<file path="src/design/stm_consts.svh">
`ifndef STM_CONSTS_SVH
`define STM_CONSTS_SVH
// ----------------------------------------------------------------------
// Register byte addresses on the AXI4-Lite bus
// ----------------------------------------------------------------------
`define STM_ADDR_CTRL0   8'h00
`define STM_ADDR_CTRL1   8'h04
`define STM_ADDR_CNT_LO  8'h08
`define STM_ADDR_CNT_HI  8'h0C
`define STM_ADDR_CMPA_LO 8'h10
`define STM_ADDR_CMPA_HI 8'h14
`define STM_ADDR_STATUS  8'h18
// ----------------------------------------------------------------------
// Field positions
// ----------------------------------------------------------------------
`define STM_C0_PAUSE     7
`define STM_C0_CLK       6:4
`define STM_C0_RUN       3
`define STM_C0_PERIOD    2:0
`define STM_C1_MODE      7:6
`define STM_C1_IO        5:4
`define STM_C1_OC        3
`define STM_C1_POL       2
`define STM_C1_CCLR      0
`define STM_ST_FLAG_A    0
`define STM_ST_FLAG_P    1
`define STM_ST_PIN1_INV  4
// ----------------------------------------------------------------------
// Reset values, codes and counts
// ----------------------------------------------------------------------
`define STM_CTRL_RESET   8'h00
`define STM_RESP_OKAY    2'h0
`define STM_RESP_SLVERR  2'h2
`define STM_CLK_SYS4     3'h0
`define STM_CLK_SYS      3'h1
`define STM_CLK_HI16     3'h2
`define STM_CLK_HI64     3'h3
`define STM_CLK_TB0      3'h4
`define STM_CLK_TB1      3'h5
`define STM_CLK_EXT_RISE 3'h6
`define STM_CLK_EXT_FALL 3'h7
`define STM_PRE_DIV4     2'h3
`define STM_PRE_DIV16    4'hF
`define STM_PRE_DIV64    6'h3F
`define STM_IO_00        2'h0
`define STM_IO_01        2'h1
`define STM_IO_10        2'h2
`define STM_IO_11        2'h3
`endif

</file>
<file path="src/design/stm_pkg.sv">
package stm_pkg;
  // Operating mode codes as held in the mode field
  typedef enum logic [1:0] {
    STM_MODE_COMPARE = 2'h0,
    STM_MODE_CAPTURE = 2'h1,
    STM_MODE_PWM     = 2'h2,
    STM_MODE_TIMER   = 2'h3
  } stm_mode_type;

  // Whole state of the timer core, registered as one word
  typedef struct packed {
    logic [7:0] ctrl0;
    logic [7:0] ctrl1;
    logic [7:0] buffer;
    logic [9:0] cmpa;
    logic [9:0] count;
    logic       flag_a;
    logic       flag_p;
    logic       pin1_inv;
    logic       level;
    logic       pulse_done;
    logic [5:0] pres;
    logic [1:0] ext_sync;
    logic [1:0] tb_sync;
    logic [1:0] cap_sync;
    logic       ext_q;
    logic       tb_q;
    logic       cap_q;
    logic [7:0] aw_addr;
    logic       aw_full;
    logic [7:0] w_data;
    logic       w_lane0;
    logic       w_full;
    logic       awready;
    logic       wready;
    logic       bvalid;
    logic [1:0] bresp;
    logic       arready;
    logic       rvalid;
    logic [1:0] rresp;
    logic [7:0] rdata;
    logic       pin0;
    logic       pin1;
  } stm_state_type;
endpackage : stm_pkg

</file>
<file path="src/design/stm_core.sv">
`timescale 1ns/10ps
`default_nettype none
`include "stm_consts.svh"

module stm_core #(
  parameter int ADDR_W = 8
) (
  // Clock and reset
  input  wire logic              clk,
  input  wire logic              reset_n,
  // AXI4-Lite write address and data
  input  wire logic [ADDR_W-1:0] awaddr,
  input  wire logic              awvalid,
  output logic                   awready,
  input  wire logic [31:0]       wdata,
  input  wire logic [3:0]        wstrb,
  input  wire logic              wvalid,
  output logic                   wready,
  // AXI4-Lite write response
  output logic [1:0]             bresp,
  output logic                   bvalid,
  input  wire logic              bready,
  // AXI4-Lite read
  input  wire logic [ADDR_W-1:0] araddr,
  input  wire logic              arvalid,
  output logic                   arready,
  output logic [31:0]            rdata,
  output logic [1:0]             rresp,
  output logic                   rvalid,
  input  wire logic              rready,
  // Asynchronous pins
  input  wire logic              external_clock_pin,
  input  wire logic              timebase_clock,
  input  wire logic              capture_pin,
  // Status and timer outputs
  output logic                   compare_a_flag,
  output logic                   compare_p_flag,
  output stm_pkg::stm_mode_type  mode_out,
  output logic                   timer_out0,
  output logic                   timer_out1
);
  import stm_pkg::*;

  // ----------------------------------------------------------------------
  // State and helpers
  // ----------------------------------------------------------------------
  stm_state_type s;
  stm_state_type next_s;
  logic          wr_fire;
  logic          rd_fire;
  logic          run_rise;
  logic          tick;
  logic          count_en;
  logic          match_a;
  logic          match_p;
  logic          cap_edge;
  logic [10:0]   inc;
  stm_mode_type  mode;

  // True when the address selects the given register word
  function automatic logic hit(input logic [ADDR_W-1:0] a, input logic [7:0] reg_addr);
    hit = (a[7:2] == reg_addr[7:2]);
  endfunction : hit

  // Edge detect on a synchronised pin
  function automatic logic pin_edge(input logic now, input logic prev, input logic fall);
    pin_edge = fall ? (prev && !now) : (now && !prev);
  endfunction : pin_edge

  // Mapped address check for the bus answer
  function automatic logic mapped(input logic [ADDR_W-1:0] a);
    mapped = hit(a, `STM_ADDR_CTRL0) || hit(a, `STM_ADDR_CTRL1) ||
             hit(a, `STM_ADDR_CNT_LO) || hit(a, `STM_ADDR_CNT_HI) ||
             hit(a, `STM_ADDR_CMPA_LO) || hit(a, `STM_ADDR_CMPA_HI) ||
             hit(a, `STM_ADDR_STATUS);
  endfunction : mapped

  // ----------------------------------------------------------------------
  // Next state
  // ----------------------------------------------------------------------
  always_comb begin
    next_s = s;
    // Pin synchronisers; only the second stage feeds logic
    next_s.ext_sync = {s.ext_sync[0], external_clock_pin};
    next_s.tb_sync  = {s.tb_sync[0], timebase_clock};
    next_s.cap_sync = {s.cap_sync[0], capture_pin};
    next_s.ext_q    = s.ext_sync[1];
    next_s.tb_q     = s.tb_sync[1];
    next_s.cap_q    = s.cap_sync[1];
    next_s.pres     = s.pres + 6'h01;

    // Write address and data may arrive in either order
    if (awvalid && s.awready) begin
      next_s.aw_addr = awaddr[7:0];
      next_s.aw_full = 1'h1;
    end
    if (wvalid && s.wready) begin
      next_s.w_data  = wdata[7:0];
      next_s.w_lane0 = wstrb[0];
      next_s.w_full  = 1'h1;
    end
    wr_fire = s.aw_full && s.w_full && !s.bvalid;
    if (s.bvalid && bready) begin
      next_s.bvalid = 1'h0;
    end
    if (wr_fire) begin
      next_s.aw_full = 1'h0;
      next_s.w_full  = 1'h0;
      next_s.bvalid  = 1'h1;
      next_s.bresp   = mapped(s.aw_addr) ? `STM_RESP_OKAY : `STM_RESP_SLVERR;
      // Only byte lane 0 carries register data; other lanes are ignored
      if (s.w_lane0) begin
        if (hit(s.aw_addr, `STM_ADDR_CTRL0)) begin
          next_s.ctrl0 = s.w_data;
        end else if (hit(s.aw_addr, `STM_ADDR_CTRL1)) begin
          next_s.ctrl1 = s.w_data;
        end else if (hit(s.aw_addr, `STM_ADDR_CMPA_LO)) begin
          next_s.buffer = s.w_data;
        end else if (hit(s.aw_addr, `STM_ADDR_CMPA_HI)) begin
          next_s.cmpa = {s.w_data[1:0], s.buffer};
        end else if (hit(s.aw_addr, `STM_ADDR_STATUS)) begin
          if (s.w_data[`STM_ST_FLAG_A]) next_s.flag_a = 1'h0;
          if (s.w_data[`STM_ST_FLAG_P]) next_s.flag_p = 1'h0;
          next_s.pin1_inv = s.w_data[`STM_ST_PIN1_INV];
        end
      end
    end

    // Read: answer next cycle; high byte reads latch the low byte
    rd_fire = arvalid && s.arready;
    if (s.rvalid && rready) begin
      next_s.rvalid = 1'h0;
    end
    if (rd_fire) begin
      next_s.rvalid = 1'h1;
      next_s.rresp  = mapped(araddr) ? `STM_RESP_OKAY : `STM_RESP_SLVERR;
      next_s.rdata  = 8'h00;
      if (hit(araddr, `STM_ADDR_CTRL0)) begin
        next_s.rdata = s.ctrl0;
      end else if (hit(araddr, `STM_ADDR_CTRL1)) begin
        next_s.rdata = s.ctrl1;
      end else if (hit(araddr, `STM_ADDR_CNT_LO) || hit(araddr, `STM_ADDR_CMPA_LO)) begin
        next_s.rdata = s.buffer;
      end else if (hit(araddr, `STM_ADDR_CNT_HI)) begin
        next_s.rdata  = {6'h00, s.count[9:8]};
        next_s.buffer = s.count[7:0];
      end else if (hit(araddr, `STM_ADDR_CMPA_HI)) begin
        next_s.rdata  = {6'h00, s.cmpa[9:8]};
        next_s.buffer = s.cmpa[7:0];
      end else if (hit(araddr, `STM_ADDR_STATUS)) begin
        next_s.rdata = {3'h0, s.pin1_inv, 2'h0, s.flag_p, s.flag_a};
      end
    end
    next_s.awready = !next_s.aw_full && !next_s.bvalid;
    next_s.wready  = !next_s.w_full && !next_s.bvalid;
    next_s.arready = !next_s.rvalid;

    // Counter clock source; the high clock is taken equal to the system clock
    case (s.ctrl0[`STM_C0_CLK])
      `STM_CLK_SYS4:     tick = (s.pres[1:0] == `STM_PRE_DIV4);
      `STM_CLK_SYS:      tick = 1'h1;
      `STM_CLK_HI16:     tick = (s.pres[3:0] == `STM_PRE_DIV16);
      `STM_CLK_HI64:     tick = (s.pres == `STM_PRE_DIV64);
      `STM_CLK_TB0,
      `STM_CLK_TB1:      tick = pin_edge(s.tb_sync[1], s.tb_q, 1'h0);
      `STM_CLK_EXT_RISE: tick = pin_edge(s.ext_sync[1], s.ext_q, 1'h0);
      default:           tick = pin_edge(s.ext_sync[1], s.ext_q, 1'h1);
    endcase

    mode     = stm_mode_type'(s.ctrl1[`STM_C1_MODE]);
    run_rise = !s.ctrl0[`STM_C0_RUN] && next_s.ctrl0[`STM_C0_RUN];
    count_en = s.ctrl0[`STM_C0_RUN] && !s.ctrl0[`STM_C0_PAUSE] && tick;
    inc      = {1'h0, s.count} + 11'h001;
    match_a  = count_en && (inc[9:0] == s.cmpa);
    // Code zero waits for the wrap, otherwise bits 9..7 reach the period
    if (s.ctrl0[`STM_C0_PERIOD] == 3'h0) begin
      match_p = count_en && inc[10];
    end else begin
      match_p = count_en && (inc[9:7] == s.ctrl0[`STM_C0_PERIOD]) && (inc[6:0] == 7'h00);
    end

    // Counter: run edge clears, selected match clears, else step
    if (run_rise) begin
      next_s.count      = 10'h000;
      next_s.pulse_done = 1'h0;
    end else if (count_en) begin
      if (s.ctrl1[`STM_C1_CCLR] && (mode == STM_MODE_COMPARE || mode == STM_MODE_TIMER)) begin
        next_s.count = match_a ? 10'h000 : inc[9:0];
      end else begin
        next_s.count = match_p ? 10'h000 : inc[9:0];
      end
    end

    // Flags: the set is applied after software clears so it wins
    cap_edge = 1'h0;
    if (mode == STM_MODE_CAPTURE) begin
      case (s.ctrl1[`STM_C1_IO])
        `STM_IO_00: cap_edge = pin_edge(s.cap_sync[1], s.cap_q, 1'h0);
        `STM_IO_01: cap_edge = pin_edge(s.cap_sync[1], s.cap_q, 1'h1);
        `STM_IO_10: cap_edge = (s.cap_sync[1] != s.cap_q);
        default:    cap_edge = 1'h0;
      endcase
      if (cap_edge) begin
        next_s.cmpa   = s.count;
        next_s.flag_a = 1'h1;
      end
    end else if (match_a) begin
      next_s.flag_a = 1'h1;
    end
    if (match_p && !(s.ctrl1[`STM_C1_CCLR] && (mode == STM_MODE_COMPARE ||
                                                mode == STM_MODE_TIMER))) begin
      next_s.flag_p = 1'h1;
    end

    // Output level before polarity
    if (mode == STM_MODE_COMPARE) begin
      if (run_rise) begin
        next_s.level = s.ctrl1[`STM_C1_OC];
      end else if (match_a) begin
        case (s.ctrl1[`STM_C1_IO])
          `STM_IO_01: next_s.level = 1'h0;
          `STM_IO_10: next_s.level = 1'h1;
          `STM_IO_11: next_s.level = !s.level;
          default:    next_s.level = s.level;
        endcase
      end
    end else if (mode == STM_MODE_PWM) begin
      if (match_a) begin
        next_s.pulse_done = 1'h1;
      end
      // Active level is the initial level bit
      case (s.ctrl1[`STM_C1_IO])
        `STM_IO_00: next_s.level = !s.ctrl1[`STM_C1_OC];
        `STM_IO_01: next_s.level = s.ctrl1[`STM_C1_OC];
        `STM_IO_10: next_s.level = (next_s.count < s.cmpa) ? s.ctrl1[`STM_C1_OC]
                                                          : !s.ctrl1[`STM_C1_OC];
        default:    next_s.level = (next_s.ctrl0[`STM_C0_RUN] && !next_s.pulse_done)
                                   ? s.ctrl1[`STM_C1_OC] : !s.ctrl1[`STM_C1_OC];
      endcase
    end

    // Pins: timer mode leaves them idle low, so polarity is moot there
    if (mode == STM_MODE_TIMER) begin
      next_s.pin0 = 1'h0;
      next_s.pin1 = 1'h0;
    end else begin
      next_s.pin0 = next_s.level ^ s.ctrl1[`STM_C1_POL];
      next_s.pin1 = next_s.level ^ s.ctrl1[`STM_C1_POL] ^ next_s.pin1_inv;
    end
  end

  // ----------------------------------------------------------------------
  // State register
  // ----------------------------------------------------------------------
  // Control registers clear to an idle timer
  always_ff @(posedge clk or negedge reset_n) begin
    if (!reset_n) begin
      s         <= '0;
      s.ctrl0   <= `STM_CTRL_RESET;
      s.ctrl1   <= `STM_CTRL_RESET;
      s.awready <= 1'h1;
      s.wready  <= 1'h1;
      s.arready <= 1'h1;
    end else begin
      s <= next_s;
    end
  end

  // Outputs straight from the state register
  assign awready        = s.awready;
  assign wready         = s.wready;
  assign bvalid         = s.bvalid;
  assign bresp          = s.bresp;
  assign arready        = s.arready;
  assign rvalid         = s.rvalid;
  assign rresp          = s.rresp;
  assign rdata          = {24'h00_0000, s.rdata};
  assign compare_a_flag = s.flag_a;
  assign compare_p_flag = s.flag_p;
  assign mode_out       = stm_mode_type'(s.ctrl1[`STM_C1_MODE]);
  assign timer_out0     = s.pin0;
  assign timer_out1     = s.pin1;
endmodule : stm_core
`default_nettype wire

</file>
<file path="config.mk">
export PLATFORM = sky130hd
export DESIGN_NAME = stm_core
export DESIGN_NICKNAME = d
export VERILOG_FILES = /design/src/design/stm_pkg.sv /design/src/design/stm_core.sv
export VERILOG_INCLUDE_DIRS = /design/src /design/src/design
export SDC_FILE = /design/constraint.sdc
export NUM_CORES = 1
export LEC_CHECK = 0
export BUFFER_PORTS_ARGS = -buffer_cell sky130_fd_sc_hd__buf_2
export CAP_MARGIN = 20
export CELL_PAD_IN_SITES_DETAIL_PLACEMENT = 0
export CELL_PAD_IN_SITES_GLOBAL_PLACEMENT = 1
export CORE_MARGIN = 5
export CORE_UTILIZATION = 34
export CTS_CLUSTER_DIAMETER = 60
export DETAILED_ROUTE_END_ITERATION = 8
export GPL_TIMING_DRIVEN = 1
export PLACE_DENSITY = 0.72
export SETUP_SLACK_MARGIN = 0.2
export SYNTH_ARGS = -nofsm -noshare
export SYNTH_HDL_FRONTEND = slang
export SYNTH_SLANG_ARGS = --single-unit
export TNS_END_PERCENT = 10
</file>
<file path="constraint.sdc">
create_clock -name clk -period 10.8 [get_ports clk]
set_clock_uncertainty 0.1 [all_clocks]
set_input_delay 2.7 -clock clk [delete_from_list [all_inputs] [get_ports clk]]
set_output_delay 2.7 -clock clk [all_outputs]
set_load 0.02 [all_outputs]
</file>
==> results_dict.tcl, run 1 <==
set metrics [dict create \
    grt_usage_pct 14.6 \
    grt_max_degree 86 \
    die_area_um2 20200 \
    clockRootBuffer "clkbuf_16" \
    cts_resized 0 \
    hold_end "next_s[39]" \
    slew_headroom_pct 29.5 \
    placed_area_um2 6180 \
    overflow 0 \
    final_area_um2 6530 \
    cp.required_ns 10.94 \
    synth.avg_cell_area_um2 9.85 \
    cp-end-kind "register" \
    finalWorstPathRequiredPeriod_ns 5.97 \
    initialDrtViolationCount 332 \
    clk_pin_slew_ns 0.07 \
    timing.final.ws_setup_ns 4.83 \
    num_rows 48 \
    first_pass_iters 5 \
    placed_cells 841 \
    r2r_end "timer_out0" \
    setup_viol 0 \
    antenna_cells 0 \
    fin_crit_sh_pct 55.3 \
    min_from "next_s[44]" \
    area_delta_synth_final_pct 10.4 \
    clk_latency_ns 0.35 \
    worstSetupPathType "register to register" \
    cts_max_level 3 \
    seq_area_frac_synth_pct 41.5 \
    ff2ff_setup_slack_ns 4.83 \
    start_kind "register" \
    port_buffers 51 \
    synth-seq-cells 98 \
    ys.warnings.count 0 \
    wl_per_cell_um 17.1 \
    core-area_um2 17200 \
    async_reset_ff_share_pct 100 \
    status "finished, final reports clean" \
    path_max_fanout 15 \
    drt_wl_total_um 14700 \
    leakagePower_nw 2.99 \
    final-hold-violation-count 0 \
    vias_per_cell 5.22 \
    start_util_pct 34.5 \
    p_per_area_nw_per_um2 204 \
    pre_cts_slack_ns 4.56 \
    cp_data_arrival_time_ns 6.10 \
    final_cell_count_no_fill 859 \
    grt_setup_unrepaired "false" \
    drc 0 \
    ant_nets 0 \
    synthFlopType "dfrtp_1" \
    netlist_instances 601 \
    grt_antenna_before_repair 0 \
    holdCritPathClass "register to register" \
    cap_violations 0 \
    hold_buffers 0 \
    hold_depth 0 \
    n_fill_cell 1756 \
    crit_slowest_cell "dfrtp_1" \
    fmax_mhz 168 \
    timing.setup.tns_ns 0 \
    cts_made_buffers 9 \
    dpl.hpwl_um 10800 \
    slew_violations 0 \
    die_h_um 142 \
    reg2regPathDepth 21 \
    pin_count 109 \
    first_global_vias 4427 \
    cp_cell_sequence "ha_1, nand3_2, nor2_1, o211ai_1, a211oi_1, a311oi_1, o21ai_1, buf_4, o21ai_0, a21oi_1, nor2_1, ha_1, a211oi_1, o21ai_0, o211ai_1, a21oi_1, a311o_1, nor3_2, mux2_4, o21a_1, mux2_4" \
    layout-drive-gt1-share_pct 20.3 \
    cts_tree "yes" \
    cts_sinks 98 \
    total_power_mw 1.33 \
    r2r-start "s[58]" \
    die_w_um 142 \
    netlist_area_um2 5920 \
    critical-path-max-stage-delay_ns 0.68 \
    synth_cell_type_count 69 \
    synth-edff-count 0 \
    clk_path_buf_depth 2 \
    vdd_drop_max_v 0.000132 \
    post-cts-setup-buffers 0 \
    tightest_slew_ns 1.05 \
    vias 4486 \
    place.gp.congestion 0.825 \
    nNetsFinal 709 \
    grt_pass1_wl_um 23400 \
]
-- sequential cells by signal, indices dropped and copies added (netlist names), 2 cells and up --
| signal | count |
|---|---|
| mode_out | 2 |
| next_s | 6 |
| rdata | 8 |
| s | 71 |
-- per-layer routing --
layer	vias to the layer above	global-route usage [%]	wire length [um]	part of all wire (%)
met4	0	4.75	254	1.7
li1	2172	-	-	-
met5	-	0	0	0
met2	109	24.4	7160	49
met3	15	2.39	606	4.1
met1	2190	19.5	6660	45
-- stage by stage --
stage | hold WS [ns] | utilization, %
after floorplan | 0.231 | -
after global placement | 0.232 | 36.0
after detailed placement | 0.235 | 36.0
after CTS | 0.251 | 37.8
after global routing | 0.258 | 38.0
final | 0.249 | 38.0
-- worst max-delay path: cells and delay by family (launching register included) --
| kind | cells | cell delay (ns) |
|---|---|---|
| AO/OA/AOI/OAI | 12 | 2.48 |
| AND/OR/NAND/NOR | 4 | 0.91 |
| adder cells (fa/ha/maj) | 2 | 0.77 |
| flip-flops | 1 | 0.68 |
| multiplexers | 2 | 0.65 |
| buffers and inverters | 1 | 0.26 |
-- cells in the final DEF, fill, tap and decap left out, types with 5 or more instances in the layout --
cell type,Yosys,final
nor4_1,5,5
nand2_1,40,40
a31oi_1,7,7
and3_1,14,14
mux2_2,38,38
inv_1,25,25
ha_1,18,18
o21ai_0,35,34
xor2_1,7,7
nand3_1,9,9
buf_4,38,7
a211oi_1,16,16
nor2_1,38,38
mux2i_1,23,23
nor2b_1,12,12
xnor2_1,9,9
or3_1,5,5
nor3_1,15,15
buf_2,8,50
nand4_1,6,6
clkbuf_16,0,9
a21oi_1,34,34
a22oi_1,9,9
dfrtp_1,95,95
conb_1,1,26
-- final cells by class --
| type | instances | area [um2] | area share (%) |
|---|---|---|---|
| clock buffer | 10 | 239 | 3.66 |
| clock inverter | 6 | 76.3 | 1.17 |
| inverter | 25 | 93.8 | 1.44 |
| multi-input combinational | 437 | 3060 | 46.8 |
| sequential | 98 | 2460 | 37.6 |
| tap | 225 | 282 | 4.31 |
| timing repair buffer | 58 | 330 | 5.06 |
-- worst max path at each step --
stage	end	slack, ns	start	cells after the start
floorplan	timer_out0	6.00	s[59]	22
global placement	timer_out0	4.62	s[58]	20
detailed placement	timer_out0	4.56	s[58]	20
CTS	timer_out0	4.51	s[58]	20
global route	timer_out0	4.51	s[58]	21
finish	timer_out0	4.83	s[58]	21
-- logic make-up (layout without fill, tap and decap cells) --
family | Yosys count | count (layout) | share of synthesized area, %
simple gates | 177 | 177 | 16.6
xor+xnor | 19 | 19 | 3.51
mux | 63 | 63 | 11.6
compound gates | 134 | 134 | 14.5
other cells | 1 | 26 | 0.0633
buf+inv | 91 | 99 | 8.47
flops | 98 | 98 | 41.5
fa+ha+maj | 18 | 18 | 3.80
-- where the power goes --
part           internal [mW]  switching [mW]
clock                  0.191           0.151
sequential             0.468           0.127
combinational          0.187           0.205
total                  0.846           0.484
-- cells in the mapped netlist, drive strengths merged, types with 3 or more instances --
cell type | n | area [um2]
nand3b | 3 | 22.5
ha | 18 | 225
o211ai | 3 | 22.5
a211oi | 16 | 120
a22oi | 9 | 67.6
nand2b | 4 | 25.0
a21oi | 34 | 170
buf | 49 | 344
xnor2 | 9 | 78.8
nor3 | 17 | 101
or3 | 5 | 31.3
nor3b | 3 | 22.5
nand4b | 4 | 35.0
nor2b | 12 | 75.1
inv | 25 | 93.8
a31oi | 7 | 43.8
mux2i | 23 | 230
dfrtp | 95 | 2380
and3 | 15 | 98.8
a311oi | 3 | 32.5
o21ai | 37 | 185
dfstp | 3 | 78.8
and4 | 3 | 26.3
nor2 | 38 | 143
nand3 | 12 | 75.1
nand2 | 40 | 150
mux2 | 40 | 458
a2111oi | 3 | 26.3
xnor3 | 3 | 67.6
nor4 | 5 | 31.3
clkbuf | 17 | 63.8
nand4 | 7 | 50.1
xor2 | 7 | 61.3
(Power assumes the default switching activity.)
==> run 2: changes to the inputs <==
--- a/config.mk
+++ b/config.mk
@@ -15,7 +15,7 @@
 export CTS_CLUSTER_DIAMETER = 60
 export DETAILED_ROUTE_END_ITERATION = 8
 export GPL_TIMING_DRIVEN = 1
-export PLACE_DENSITY = 0.72
+export PLACE_DENSITY = 0.74
 export SETUP_SLACK_MARGIN = 0.2
 export SYNTH_ARGS = -nofsm -noshare
 export SYNTH_HDL_FRONTEND = slang
==> constraint.sdc (replaced) <==
create_clock -name clk -period 5.2 [get_ports clk]
set_clock_uncertainty 0.1 [all_clocks]
set_input_delay 1.3 -clock clk [delete_from_list [all_inputs] [get_ports clk]]
set_output_delay 1.3 -clock clk [all_outputs]
set_load 0.02 [all_outputs]
==> run 2 against run 1 <==
Compared with the run above:
- via count increased by 5.8%
- sequential cell count stayed put
- final area is 9.1% higher
- non-clock buffer count increased by 41
==> results_dict.tcl, run 2 (synthesized netlist as in run 1, its figures left out) <==
set metrics [dict create \
    status "finished, final reports clean" \
    grt_usage_pct 15.4 \
    first_pass_iters 4 \
    die_h_um 142 \
    leakagePower_nw 3.21 \
    crit_slowest_cell "dfrtp_2" \
    crit_top_cell "and3_4" \
    die_w_um 142 \
    final_area_um2 7130 \
    cts_tree "yes" \
    hold_buffers 0 \
    slew_violations 0 \
    layout_commonest_cell "dfrtp_1" \
    slew_headroom_pct 41.2 \
    overflow 0 \
    port_buffers 51 \
    layout-drive-gt1-share_pct 31.4 \
    timing.final.ws_setup_ns 0.275 \
    finalWorstPathRequiredPeriod_ns 4.92 \
    tightest_slew_ns 0.876 \
    clk_latency_ns 0.35 \
    antenna_cells 0 \
    cts_max_level 3 \
    cp_data_arrival_time_ns 5.06 \
    num_rows 48 \
    setup_viol 0 \
    cap_violations 0 \
    cp_cell_sequence "ha_4, and3_4, and3_4, buf_6, xnor3_2, a31oi_4, o21ai_4, buf_6, or3b_1, a21oi_2, ha_1, nand4_1, nor2_2, and3_4, buf_4, a311o_1, nor3_4, mux2_4, o21a_1, mux2_4" \
    start_kind "register" \
    place.gp.congestion 0.863 \
    timing.setup.tns_ns 0 \
    cpLargestDelayFamily "simple AND/OR/NAND/NOR gates" \
    worst-path-buf-inv 3 \
    final-hold-violation-count 0 \
    n_fill_cell 1688 \
    p_per_area_nw_per_um2 411 \
    nNetsFinal 750 \
    path_max_fanout 8 \
    register_area_um2 2460 \
    cp.required_ns 5.33 \
    die_area_um2 20200 \
    multi_input_area_um2 3340 \
    clockRootBuffer "clkbuf_16" \
    top_register "s" \
    wl_per_cell_um 17.3 \
    vias 4745 \
    largest_reg_flops 71 \
    holdCritPathClass "register to register" \
    cts_sinks 98 \
    area_delta_synth_final_pct 20.4 \
    grt_max_degree 67 \
    fin_crit_sh_pct 94.7 \
    first_global_vias 4712 \
    cp-end-kind "register" \
    drc 0 \
    critical-path-max-stage-delay_ns 0.44 \
    placed_area_um2 6360 \
    core-area_um2 17200 \
    worstSetupPathType "register to register" \
    vdd_drop_max_v 0.000263 \
    vias_per_cell 5.27 \
    grt_pass1_wl_um 24700 \
    dpl.hpwl_um 11300 \
    pre_cts_slack_ns 0.0586 \
    ant_nets 0 \
    total_power_mw 2.93 \
    cts_made_buffers 9 \
    start_util_pct 34.5 \
    final_util_pct 41.5 \
    clk_path_buf_depth 2 \
    drt_wl_total_um 15600 \
    final_cell_mix "dfrtp_1, buf_2, buf_4, nand2_1, mux2_2" \
    initialDrtViolationCount 289 \
    fmax_mhz 203 \
    grt_antenna_before_repair 0 \
    clk_pin_slew_ns 0.07 \
    pin_count 109 \
    grt_setup_unrepaired "true" \
]
[run 2: metrics by stage]
| step | instances | hold WS [ns] |
|---|---|---|
| 6_report | 900 | 0.253 |
| 5_1_grt | 900 | 0.255 |
| 4_1_cts | 883 | 0.253 |
| 3_5_place_dp | 864 | 0.236 |
| 3_3_place_gp | 864 | 0.233 |
| 2_1_floorplan | 626 | 0.231 |
[run 2: cell type report]
type,instances,area share [%]
inverter,25,1.32
tap,225,3.95
sequential,98,34.6
multi-input combinational,437,46.9
timing repair buffer,99,8.87
clock buffer,9,3.16
clock inverter,7,1.23
[run 2: layer usage]
| metal | track usage, % | up-vias | wire length (um) |
|---|---|---|---|
| li1 | - | 2254 | - |
| met1 | 20.5 | 2369 | 7040 |
| met2 | 25.9 | 109 | 7700 |
| met3 | 2.22 | 13 | 574 |
| met4 | 5.05 | 0 | 261 |
| met5 | 0 | - | 0 |
[run 2: report_power, final]
| part | switching (mW) | internal (mW) | total, mW |
|---|---|---|---|
| sequential | 0.260 | 0.975 | 1.24 |
| clock | 0.316 | 0.383 | 0.699 |
| combinational | 0.505 | 0.489 | 0.994 |
| total | 1.08 | 1.85 | 2.93 |
[run 2: path summary, 6_finish.rpt]
kind,start,to,slack (ns),depth (start not counted)
min in group asynchronous,reset_n,s[50],0.94,1
min reg2reg,next_s[42],next_s[38],0.25,0
max,s[59],timer_out0,0.28,20
max reg2reg,s[59],timer_out0,0.28,20
min,next_s[42],next_s[38],0.25,0
max in group asynchronous,reset_n,s[65],3.07,2
[run 2: repair_timing]
item                       in CTS  in global routing
gates resized for setup        16                 51
pin swaps                       8                 40
gates cloned                    2                  0
setup endpoints to repair       2                  2
buffers inserted                1                 16
